`src/pkg/csl_pkg.sv`:
```
// Constants, register map and types for the camera status lamp controller
`default_nettype none
package csl_pkg;
    // Clock rate and times in their own units
    localparam int unsigned CSL_CLK_KHZ = 50000;
    localparam int unsigned CSL_POWERUP_MS = 200;
    localparam int unsigned CSL_SLOW_HALF_MS = 500;
    localparam int unsigned CSL_FAST_HALF_MS = 100;
    localparam int unsigned CSL_ACQ_GAP_MS = 100;
    localparam int unsigned CSL_ACQ_ON_MS = 50;
    localparam int unsigned CSL_RESTART_MS = 30000;
    localparam int unsigned CSL_RETRY_MS = 1000;

    // Derived cycle counts
    localparam int unsigned CSL_POWERUP_CYC = CSL_POWERUP_MS * CSL_CLK_KHZ;
    localparam int unsigned CSL_SLOW_HALF_CYC = CSL_SLOW_HALF_MS * CSL_CLK_KHZ;
    localparam int unsigned CSL_FAST_HALF_CYC = CSL_FAST_HALF_MS * CSL_CLK_KHZ;
    localparam int unsigned CSL_ACQ_GAP_CYC = CSL_ACQ_GAP_MS * CSL_CLK_KHZ;
    localparam int unsigned CSL_ACQ_ON_CYC = CSL_ACQ_ON_MS * CSL_CLK_KHZ;
    localparam int unsigned CSL_RESTART_CYC = CSL_RESTART_MS * CSL_CLK_KHZ;
    localparam int unsigned CSL_RETRY_CYC = CSL_RETRY_MS * CSL_CLK_KHZ;

    // Register byte offsets
    localparam logic [7:0] CSL_OFS_CTRL = 8'h00;
    localparam logic [7:0] CSL_OFS_STATE = 8'h04;
    localparam logic [7:0] CSL_OFS_IRQ_STATUS = 8'h08;
    localparam logic [7:0] CSL_OFS_IRQ_MASK = 8'h0C;

    // Control fields
    localparam int CSL_CTRL_W = 2;
    localparam int CSL_CTRL_RESTART_BIT = 0;
    localparam int CSL_CTRL_RETRY_BIT = 1;
    localparam logic [CSL_CTRL_W-1:0] CSL_CTRL_RST = 2'h3;

    // State read-back fields
    localparam int CSL_STATE_MODE_LSB = 0;
    localparam int CSL_STATE_BLUE_BIT = 4;
    localparam int CSL_STATE_GREEN_BIT = 5;
    localparam int CSL_STATE_RED_BIT = 6;
    localparam int CSL_STATE_PUDONE_BIT = 7;

    // Event bits, shared by status and mask
    localparam int CSL_EV_W = 4;
    localparam int CSL_EV_MODE = 0;
    localparam int CSL_EV_RESTART = 1;
    localparam int CSL_EV_THROTTLE = 2;
    localparam int CSL_EV_RETRY = 3;
    localparam logic [CSL_EV_W-1:0] CSL_STATUS_RST = 4'h0;
    localparam logic [CSL_EV_W-1:0] CSL_MASK_RST = 4'h0;

    // Lamp state at power-up: steady red
    localparam logic CSL_RED_RST = 1'b1;

    typedef enum logic [3:0] {
        CSL_MODE_POWERUP = 4'h0,
        CSL_MODE_INIT = 4'h1,
        CSL_MODE_WAIT_IP = 4'h3,
        CSL_MODE_IP_OK = 4'h2,
        CSL_MODE_APP = 4'h6,
        CSL_MODE_ACQ = 4'h7,
        CSL_MODE_LINK_LOST = 4'h5,
        CSL_MODE_XFER = 4'h4,
        CSL_MODE_FATAL_HALT = 4'hC,
        CSL_MODE_FATAL_BLINK = 4'hD
    } csl_mode_e;
endpackage : csl_pkg
`default_nettype wire

```
`src/csl_status_led.sv`:
```
// Camera status lamp controller with APB register access
//
// Summary of operation
// - Only the highest-priority active condition is shown; acquisition beats address assigned.
// - Lamp is steady red from reset until the power-up phase ends.
// - Steady red afterwards only for a fatal error before initialisation completes.
// - Red flashes while initialisation is running.
// - Fatal error after initialisation completes shows red plus flashing blue; restart is requested in under a minute.
// - Cable disconnected: slow blue flashing and periodic address retry requests.
// - File transfer active: fast blue flashing.
// - Address assigned, no application: steady blue.
// - Application connected, no acquisition: steady green.
// - Acquisition: one green flash per frame arriving at least 100 ms after the last flash; other frames are dropped.
// - After power-up red, blue flashes while waiting for address configuration.
`default_nettype none
module csl_status_led
    import csl_pkg::*;
#(
    parameter int unsigned POWERUP_CYC = CSL_POWERUP_CYC,
    parameter int unsigned SLOW_HALF_CYC = CSL_SLOW_HALF_CYC,
    parameter int unsigned FAST_HALF_CYC = CSL_FAST_HALF_CYC,
    parameter int unsigned ACQ_GAP_CYC = CSL_ACQ_GAP_CYC,
    parameter int unsigned ACQ_ON_CYC = CSL_ACQ_ON_CYC,
    parameter int unsigned RESTART_CYC = CSL_RESTART_CYC,
    parameter int unsigned RETRY_CYC = CSL_RETRY_CYC
)(
    input wire logic clock,
    input wire logic reset,
    input wire logic psel,
    input wire logic penable,
    input wire logic pwrite,
    input wire logic [7:0] paddr,
    input wire logic [31:0] pwdata,
    output logic [31:0] prdata,
    output logic pready,
    output logic pslverr,
    input wire logic initRunning,
    input wire logic initDone,
    input wire logic fatalError,
    input wire logic linkUp,
    input wire logic fileTransfer,
    input wire logic ipAssigned,
    input wire logic appConnected,
    input wire logic acqActive,
    input wire logic frameStrobe,
    output logic ledRed,
    output logic ledGreen,
    output logic ledBlue,
    output logic restartReq,
    output logic ipRetryReq,
    output logic irq
);
    typedef struct packed {
        csl_mode_e mode;
        logic puDone;
        logic [31:0] puCnt;
        logic [31:0] acqCnt;
        logic [31:0] rstCnt;
        logic [31:0] tryCnt;
        logic [CSL_CTRL_W-1:0] ctrl;
        logic [CSL_EV_W-1:0] status;
        logic [CSL_EV_W-1:0] mask;
        logic ledRed;
        logic ledGreen;
        logic ledBlue;
        logic restartReq;
        logic ipRetryReq;
        logic irq;
        logic [31:0] prdata;
        logic pready;
        logic pslverr;
    } csl_state_s;

    localparam csl_state_s ST_RST = '{
        mode: CSL_MODE_POWERUP,
        puDone: 1'b0,
        puCnt: 32'h0000_0000,
        acqCnt: 32'h0000_0000,
        rstCnt: 32'h0000_0000,
        tryCnt: 32'h0000_0000,
        ctrl: CSL_CTRL_RST,
        status: CSL_STATUS_RST,
        mask: CSL_MASK_RST,
        ledRed: CSL_RED_RST,
        ledGreen: 1'b0,
        ledBlue: 1'b0,
        restartReq: 1'b0,
        ipRetryReq: 1'b0,
        irq: 1'b0,
        prdata: 32'h0000_0000,
        pready: 1'b0,
        pslverr: 1'b0
    };

    csl_state_s st_r;
    csl_state_s st_nxt;
    logic slowPhase;
    logic fastPhase;

    // Two distinct flash rates from the system clock
    csl_tick #(.HALF_CYC(SLOW_HALF_CYC)) uSlow (
        .clock(clock),
        .reset(reset),
        .phase(slowPhase)
    );

    csl_tick #(.HALF_CYC(FAST_HALF_CYC)) uFast (
        .clock(clock),
        .reset(reset),
        .phase(fastPhase)
    );

    always_comb
    begin
        logic [CSL_EV_W-1:0] events;
        logic accessWr;
        events = '0;
        accessWr = 1'b0;
        st_nxt = st_r;
        st_nxt.restartReq = 1'b0;
        st_nxt.ipRetryReq = 1'b0;

        // Power-up phase holds the lamp red before any pattern
        if (!st_r.puDone)
        begin
            if (st_r.puCnt == 32'(POWERUP_CYC - 1))
            begin
                st_nxt.puDone = 1'b1;
            end
            else
            begin
                st_nxt.puCnt = st_r.puCnt + 32'h0000_0001;
            end
        end

        // Fixed priority, highest first
        if (!st_r.puDone)
            st_nxt.mode = CSL_MODE_POWERUP;
        else if (fatalError && !initDone)
            st_nxt.mode = CSL_MODE_FATAL_HALT;
        else if (fatalError)
            st_nxt.mode = CSL_MODE_FATAL_BLINK;
        else if (initRunning || !initDone)
            st_nxt.mode = CSL_MODE_INIT;
        else if (!linkUp)
            st_nxt.mode = CSL_MODE_LINK_LOST;
        else if (fileTransfer)
            st_nxt.mode = CSL_MODE_XFER;
        else if (!ipAssigned)
            st_nxt.mode = CSL_MODE_WAIT_IP;
        else if (acqActive)
            st_nxt.mode = CSL_MODE_ACQ;
        else if (appConnected)
            st_nxt.mode = CSL_MODE_APP;
        else
            st_nxt.mode = CSL_MODE_IP_OK;
        if (st_nxt.mode != st_r.mode)
            events[CSL_EV_MODE] = 1'b1;

        // Frame flashes: a frame inside the gap is dropped, not queued
        if (frameStrobe && st_nxt.mode == CSL_MODE_ACQ && st_r.acqCnt == 32'h0000_0000)
            st_nxt.acqCnt = 32'(ACQ_GAP_CYC - 1);
        else if (st_r.acqCnt != 32'h0000_0000)
            st_nxt.acqCnt = st_r.acqCnt - 32'h0000_0001;
        if (frameStrobe && st_nxt.mode == CSL_MODE_ACQ && st_r.acqCnt != 32'h0000_0000)
            events[CSL_EV_THROTTLE] = 1'b1;

        // Self-restart request, repeated while the error stays
        if ((st_nxt.mode == CSL_MODE_FATAL_HALT || st_nxt.mode == CSL_MODE_FATAL_BLINK)
            && st_r.ctrl[CSL_CTRL_RESTART_BIT])
        begin
            if (st_r.rstCnt == 32'(RESTART_CYC - 1))
            begin
                st_nxt.rstCnt = 32'h0000_0000;
                st_nxt.restartReq = 1'b1;
                events[CSL_EV_RESTART] = 1'b1;
            end
            else
            begin
                st_nxt.rstCnt = st_r.rstCnt + 32'h0000_0001;
            end
        end
        else
        begin
            st_nxt.rstCnt = 32'h0000_0000;
        end

        // Address retry while the cable is out
        if (st_nxt.mode == CSL_MODE_LINK_LOST && st_r.ctrl[CSL_CTRL_RETRY_BIT])
        begin
            if (st_r.tryCnt == 32'(RETRY_CYC - 1))
            begin
                st_nxt.tryCnt = 32'h0000_0000;
                st_nxt.ipRetryReq = 1'b1;
                events[CSL_EV_RETRY] = 1'b1;
            end
            else
            begin
                st_nxt.tryCnt = st_r.tryCnt + 32'h0000_0001;
            end
        end
        else
        begin
            st_nxt.tryCnt = 32'h0000_0000;
        end

        // Lamp colours follow the mode being entered
        st_nxt.ledRed = 1'b0;
        st_nxt.ledGreen = 1'b0;
        st_nxt.ledBlue = 1'b0;
        case (st_nxt.mode)
            CSL_MODE_POWERUP: st_nxt.ledRed = 1'b1;
            CSL_MODE_FATAL_HALT: st_nxt.ledRed = 1'b1;
            CSL_MODE_FATAL_BLINK:
            begin
                st_nxt.ledRed = 1'b1;
                st_nxt.ledBlue = slowPhase;
            end
            CSL_MODE_INIT: st_nxt.ledRed = slowPhase;
            CSL_MODE_LINK_LOST: st_nxt.ledBlue = slowPhase;
            CSL_MODE_XFER: st_nxt.ledBlue = fastPhase;
            CSL_MODE_WAIT_IP: st_nxt.ledBlue = slowPhase;
            CSL_MODE_ACQ: st_nxt.ledGreen = (st_nxt.acqCnt != 32'h0000_0000)
                && (st_nxt.acqCnt >= 32'(ACQ_GAP_CYC - ACQ_ON_CYC));
            CSL_MODE_APP: st_nxt.ledGreen = 1'b1;
            CSL_MODE_IP_OK: st_nxt.ledBlue = 1'b1;
            default: st_nxt.ledRed = 1'b1;
        endcase

        // APB: read data and error are prepared in the setup cycle
        st_nxt.pready = psel && !penable;
        st_nxt.pslverr = 1'b0;
        st_nxt.prdata = 32'h0000_0000;
        if (psel && !penable)
        begin
            case (paddr)
                CSL_OFS_CTRL: st_nxt.prdata = 32'(st_r.ctrl);
                CSL_OFS_STATE:
                begin
                    st_nxt.prdata[CSL_STATE_MODE_LSB +: 4] = st_r.mode;
                    st_nxt.prdata[CSL_STATE_RED_BIT] = st_r.ledRed;
                    st_nxt.prdata[CSL_STATE_GREEN_BIT] = st_r.ledGreen;
                    st_nxt.prdata[CSL_STATE_BLUE_BIT] = st_r.ledBlue;
                    st_nxt.prdata[CSL_STATE_PUDONE_BIT] = st_r.puDone;
                end
                CSL_OFS_IRQ_STATUS: st_nxt.prdata = 32'(st_r.status);
                CSL_OFS_IRQ_MASK: st_nxt.prdata = 32'(st_r.mask);
                default: st_nxt.pslverr = 1'b1;
            endcase
        end
        accessWr = psel && penable && pwrite && st_r.pready;
        st_nxt.status = st_r.status | events;
        if (accessWr)
        begin
            case (paddr)
                CSL_OFS_CTRL: st_nxt.ctrl = pwdata[CSL_CTRL_W-1:0];
                CSL_OFS_IRQ_MASK: st_nxt.mask = pwdata[CSL_EV_W-1:0];
                // Write one to clear; a new event in the same cycle survives
                CSL_OFS_IRQ_STATUS: st_nxt.status = (st_r.status & ~pwdata[CSL_EV_W-1:0]) | events;
                default: st_nxt.status = st_r.status | events;
            endcase
        end
        st_nxt.irq = |(st_nxt.status & st_nxt.mask);
    end

    always_ff @(posedge clock or posedge reset)
    begin
        if (reset)
        begin
            st_r <= ST_RST;
        end
        else
        begin
            st_r <= st_nxt;
        end
    end

    assign prdata = st_r.prdata;
    assign pready = st_r.pready;
    assign pslverr = st_r.pslverr;
    assign ledRed = st_r.ledRed;
    assign ledGreen = st_r.ledGreen;
    assign ledBlue = st_r.ledBlue;
    assign restartReq = st_r.restartReq;
    assign ipRetryReq = st_r.ipRetryReq;
    assign irq = st_r.irq;
endmodule : csl_status_led
`default_nettype wire

```
`src/csl_tick.sv`:
```
// Free-running square wave used as a flash phase
`default_nettype none
module csl_tick
    import csl_pkg::*;
#(
    parameter int unsigned HALF_CYC = CSL_SLOW_HALF_CYC
)(
    input wire logic clock,
    input wire logic reset,
    output logic phase
);
    typedef struct packed {
        logic [31:0] cnt;
        logic phase;
    } csl_tick_s;

    csl_tick_s st_r;
    csl_tick_s st_nxt;

    always_comb
    begin
        st_nxt = st_r;
        if (st_r.cnt == 32'(HALF_CYC - 1))
        begin
            st_nxt.cnt = 32'h0000_0000;
            st_nxt.phase = !st_r.phase;
        end
        else
        begin
            st_nxt.cnt = st_r.cnt + 32'h0000_0001;
        end
    end

    always_ff @(posedge clock or posedge reset)
    begin
        if (reset)
        begin
            st_r <= '0;
        end
        else
        begin
            st_r <= st_nxt;
        end
    end

    assign phase = st_r.phase;
endmodule : csl_tick
`default_nettype wire

```
`config.mk`:
```
export PLATFORM = sky130hd
export DESIGN_NAME = csl_status_led
export DESIGN_NICKNAME = d
export VERILOG_FILES = /design/src/pkg/csl_pkg.sv /design/src/csl_status_led.sv /design/src/csl_tick.sv
export SDC_FILE = /design/constraint.sdc
export NUM_CORES = 1
export LEC_CHECK = 0
export BUFFER_PORTS_ARGS = -buffer_cell sky130_fd_sc_hd__buf_4
export CAP_MARGIN = 20
export CORE_ASPECT_RATIO = 1.4
export CORE_MARGIN = 10
export CORE_UTILIZATION = 37
export DETAILED_ROUTE_END_ITERATION = 8
export MAX_ROUTING_LAYER = met4
export SYNTH_ARGS = -nofsm -noshare
export SYNTH_HDL_FRONTEND = slang
export SYNTH_SLANG_ARGS = --single-unit
export TNS_END_PERCENT = 20
```
`constraint.sdc`:
```
create_clock -name clock -period 7.6 [get_ports clock]
set_input_delay 0.38 -clock clock [delete_from_list [all_inputs] [get_ports clock]]
set_output_delay 0.38 -clock clock [all_outputs]
set_load 0.02 [all_outputs]
```
Yosys cells after proc, flatten, opt, wreduce, memory -nomap -nowiden. Index checks and enable logic that the tools add are counted.

Input bits: 54. Word-level logic and storage cells: 117. Bits in latches: 0. Output and inout port bits: 40. Register bits after elaboration: 249. Memories kept: 0. Memory bits (writable): 0. ROM bits: 0.

Add/subtract/negate cells: 6. Shift-type cells: 0. Reductions and logical operators: 27. Eq/ne operators: 18. Div/mod/pow operators: 0. Multiply operators: 0. Bitwise logic cells: 7. $lt $le $gt $ge: 1. Multiplexer cells: 36.

Operators by type and width (count): two-way mux 32 bit (9); adder 32 x 1 -> 32 bit, second input constant (5); nonzero test 32 bit (2); two-way mux 33 bit (1); == test 32 x 23 -> 1 bit, second input constant (1); == test 32 x 24 -> 1 bit, second input constant (1); == test 32 x 25 -> 1 bit, second input constant (1); == test 32 x 26 -> 1 bit, second input constant (1); == test 32 x 31 -> 1 bit, second input constant (1); >= comparator 32 x 22 -> 1 bit, second input constant (1); logical NOT 32 bit (1); one-hot mux 8 bit (4 select lines) (1); subtractor 32 x 1 -> 32 bit, second input constant (1); two-way mux 4 bit (5); two-way mux 3 bit (6); == test 4 x 3 -> 1 bit, second input constant (4); == test 8 x 4 -> 1 bit, second input constant (2); two-way mux 8 bit (2); logical AND 1 bit (11); two-way mux 1 bit (9); bitwise AND 4 bit (2); == test 4 x 2 -> 1 bit, second input constant (2); == test 4 bit, second input constant (2); == test 8 x 3 -> 1 bit, second input constant (1); 14 further kinds (23).

Depth between registers and ports, before layout.
Depth in word-level cells: 18. Depth in mapped cells: 11.

Hierarchy. A second synthesis with hierarchy kept.

Cell total of the unflattened synthesis: 1133. Area, all modules: 11477.3 um^2.

Modules (own cells, without submodules): csl_status_led (seq. area each 3982.6 um^2, cells an instance 805, instances 1, area an instance 8030.2 um^2); csl_tick (uFast) (seq. area each 825.8 um^2, cells an instance 164, instances 1, area an instance 1746.7 um^2); csl_tick (uSlow) (seq. area each 825.8 um^2, cells an instance 164, instances 1, area an instance 1700.4 um^2).

Worst setup path before layout. Ideal clock, no wire load.

Path kind: reg2reg. Start point: reg st_r[127] in the netlist's numbering. End point: reg st_r, in the netlist ledGreen. Required time: 7.474 ns. Path buffers: 0. Clock period less this slack: 2.766 ns. Path slack: 4.834 ns. Stages on the path, launching flop included: 9. Arrival: 2.640 ns. Cells stage by stage: dfrtp_1 > or4_4 > or4_4 > nor4_4 > nor4_1 > a2111oi_2 > o2111ai_1 > o31ai_2 > a21oi_1.

RTL lines: start: declaration (RTL line csl_status_led.sv:95) `csl_state_s st_r;`; start signal: assignment (RTL line csl_status_led.sv:274) `st_r <= st_nxt;`.

==> impl_metrics.tcl <==
set metrics [dict create \
    fin_hold_ws_ns 0.05988 \
    cts_tree "done" \
    cp_data_arrival_time_ns 4.00 \
    worstPathRequired_ns 7.98 \
    viasPerCell 5.059 \
    die_h_um 224.0 \
    path_buf_inv 0 \
    critical_path_class "register to register" \
    cp_top_family "simple AND/OR/NAND/NOR gates" \
    first_pass_iters 4 \
    relSlewSlack 0.3153 \
    vias 7852 \
    synth_cells 1102 \
    drc 0 \
    wl_per_cell_um 14.43 \
    fin_setup_tns_ns 0 \
    cp-start-kind "register" \
    dp_slack_ns 4.001 \
    critPathCaptureType "register" \
    cts.path.max_buffers 3 \
    wl_um 22390 \
    use_met1 0.1542 \
    synth-warning-count 0 \
    power_density_nw_per_um2 207.6 \
    holdBufCountCts 1 \
    hold_violations 0 \
    start_util 0.3757 \
    netlist_area_um2 10990 \
    dpl.hpwl_um 15540 \
    insertion_delay_ns 0.54 \
    synth-seq-cells 225 \
    hold_path.class "input pin to register" \
    holdPathStages 2 \
    rsz0062_at_grt "no" \
    syn_area_per_cell_um2 9.976 \
    path_clk_slew_ns 0.06 \
    h-tree-depth 1 \
    maxCapViolCount 0 \
    worstPathCellList "nor4_2 -> nand4_1 -> nor4_4 -> nor4_1 -> a2111oi_2 -> o2111ai_1 -> o31ai_2 -> a21oi_1" \
    dieArea_um2 37100 \
    cp_num_cells 8 \
    globalRouteMet3Util 0.02663 \
    layout-drive-gt1-share 0.1092 \
    met2_usage 0.1959 \
    r2r_cells 8 \
    post_cts_resized 0 \
    area_delta_synth_final_pct 14.39 \
    outcome "finished, final reports clean" \
    cp_slowest_cell "nor4_4" \
    skew_ns 0.02262 \
    port_buffers 41 \
    design.core.area_um2 29260 \
    cts_setup_buffers 0 \
    io_pins 94 \
    synth_cell_type_count 64 \
    antennaDiodeCount 0 \
    synth-edff-count 0 \
    grt.busiest_layer "met2" \
    place.gp.congestion 0.8270 \
    p_leak_nw 5.421 \
    die_x_um 165.7 \
    synthFlopType "dfrtp_1" \
    root_buffer "clkbuf_16" \
    drt_iter0_drc 461 \
    fmax_mhz 276.8 \
    ir_worst_vdd_v 0.0001419 \
    cts_made_buffers 26 \
    detail-route-antenna-nets 0 \
    final.setup.worst_slack_ns 3.987 \
    grt_pass1_vias 7827 \
    clock_sinks 225 \
    async_reset_ff_frac 1.000 \
    crit_fanout 16 \
    min_period_ns 3.613 \
    setup_viol 0 \
    grt_max_degree 107 \
    final.period_utilization 0.4754 \
    row_count 74 \
    yosysSeqAreaShare 0.5125 \
    grt_pass1_wl_um 38640 \
    tightestPinTransition_ns 1.022 \
    drv_slew 0 \
    antenna_found_initial 0 \
    fin_nets 1213 \
    grt_usage 0.1216 \
    cpPeakStageDelay_ns 0.83 \
    grt_overflow 0 \
]
worst reg2reg max path: stages (launching register included):
cell	delay, ns
dfrtp_1	0.44
nor4_2	0.66
nand4_1	0.48
nor4_4	0.83
nor4_1	0.19
a2111oi_2	0.36
o2111ai_1	0.21
o31ai_2	0.22
a21oi_1	0.10
path summary, 6_finish.rpt:
kind | from | end | slack [ns]
setup / recovery | st_r[117] | ledGreen | 3.99
hold / removal | penable | pready | 0.06
setup reg to reg | st_r[117] | ledGreen | 3.99
hold reg to reg | st_r[149] | st_r[149] | 0.47
max in group asynchronous | reset | st_r[92] | 5.67
min in group asynchronous | reset | st_r[173] | 0.54
cells in the mapped netlist, drive strengths merged (15+ instances only):
library cell / count / share of area
nand2: 89 / 0.030
nor4: 32 / 0.021
inv: 30 / 0.010
dfrtp: 222 / 0.51
and3: 29 / 0.017
xor2: 90 / 0.072
nand3: 69 / 0.031
or3: 15 / 0.0087
nor3: 33 / 0.015
o21ai: 21 / 0.0096
nor2: 158 / 0.054
xnor2: 76 / 0.061
buf: 34 / 0.024
nand4: 39 / 0.022
a21oi: 19 / 0.0087
layout make-up:
class	count	area (um2)
timing repair buffer	48	367.9
inverter	30	120.1
clock buffer	34	730.7
sequential	225	5634
fill	2838	16680
tap	380	475.5
clock inverter	13	214.0
multi-input combinational	822	5032
state kept, by name, summed over array words and instances (netlist names):
| register | count |
|---|---|
| ipRetryReq | 1 |
| irq | 1 |
| ledBlue | 1 |
| ledGreen | 1 |
| ledRed | 1 |
| prdata | 8 |
| pready | 1 |
| pslverr | 1 |
| restartReq | 1 |
| st_r | 143 |
| uFast.phase | 1 |
| uFast.st_r | 32 |
| uSlow.phase | 1 |
| uSlow.st_r | 32 |
kinds of logic (layout without fill, tap and decap cells):
kind of cell               after synthesis  after routing  synth area share
AOI/OAI and AO/OA                       81             81           0.04928
adders and majority gates                6              6          0.006829
xor gates and xnor gates               166            166            0.1323
DFF                                    225            225            0.5125
other                                    1             24         0.0003411
and+or+nand+nor                        531            531            0.2440
muxes                                   14             14           0.01616
buffers and inverters                   78            125           0.03858
power by group:
group / switching (mW) / internal [mW] / total (mW)
registers: 0.000271 / 1.20 / 1.20
logic: 0.0418 / 0.0121 / 0.0539
clock network: 0.509 / 0.849 / 1.36
total: 0.551 / 2.06 / 2.61
metal layers:
metal / routed length [um] / part of all wire
met5: 0 / 0
met4: 349 / 0.016
met3: 1193 / 0.053
met2: 10630 / 0.47
met1: 10220 / 0.46
layout by cell type (no fill, tap or decap), types with 4 or more instances in the layout:
cell type,instances
dfrtp_1,222
nand2b_1,10
nor2_1,158
nand3_1,69
clkinv_2,4
nor4b_1,8
nor4_1,28
and2_1,10
bufinv_16,5
inv_1,29
mux2_2,10
a21oi_1,19
ha_1,6
nor2b_1,10
clkbuf_8,5
and3_1,29
xnor2_1,76
or4_1,8
nand4_1,39
nand2_1,89
xor2_1,90
clkbuf_16,26
o31ai_1,8
or3_1,14
and4_1,5
buf_4,45
nor3_1,31
conb_1,24
or2_2,6
o21ai_0,20
metrics by stage:
step           cells    util  power [mW]  area, um2
6_report        1552  0.4298       2.611      12570
3_5_place_dp    1503  0.3970       1.276      11610
2_1_floorplan   1125       -       1.264      11080
5_1_grt         1552  0.4298       2.714      12570
3_3_place_gp    1502  0.3965       1.276      11600
4_1_cts         1551  0.4296       2.655      12570
Power figures use the tool's default switching activity.
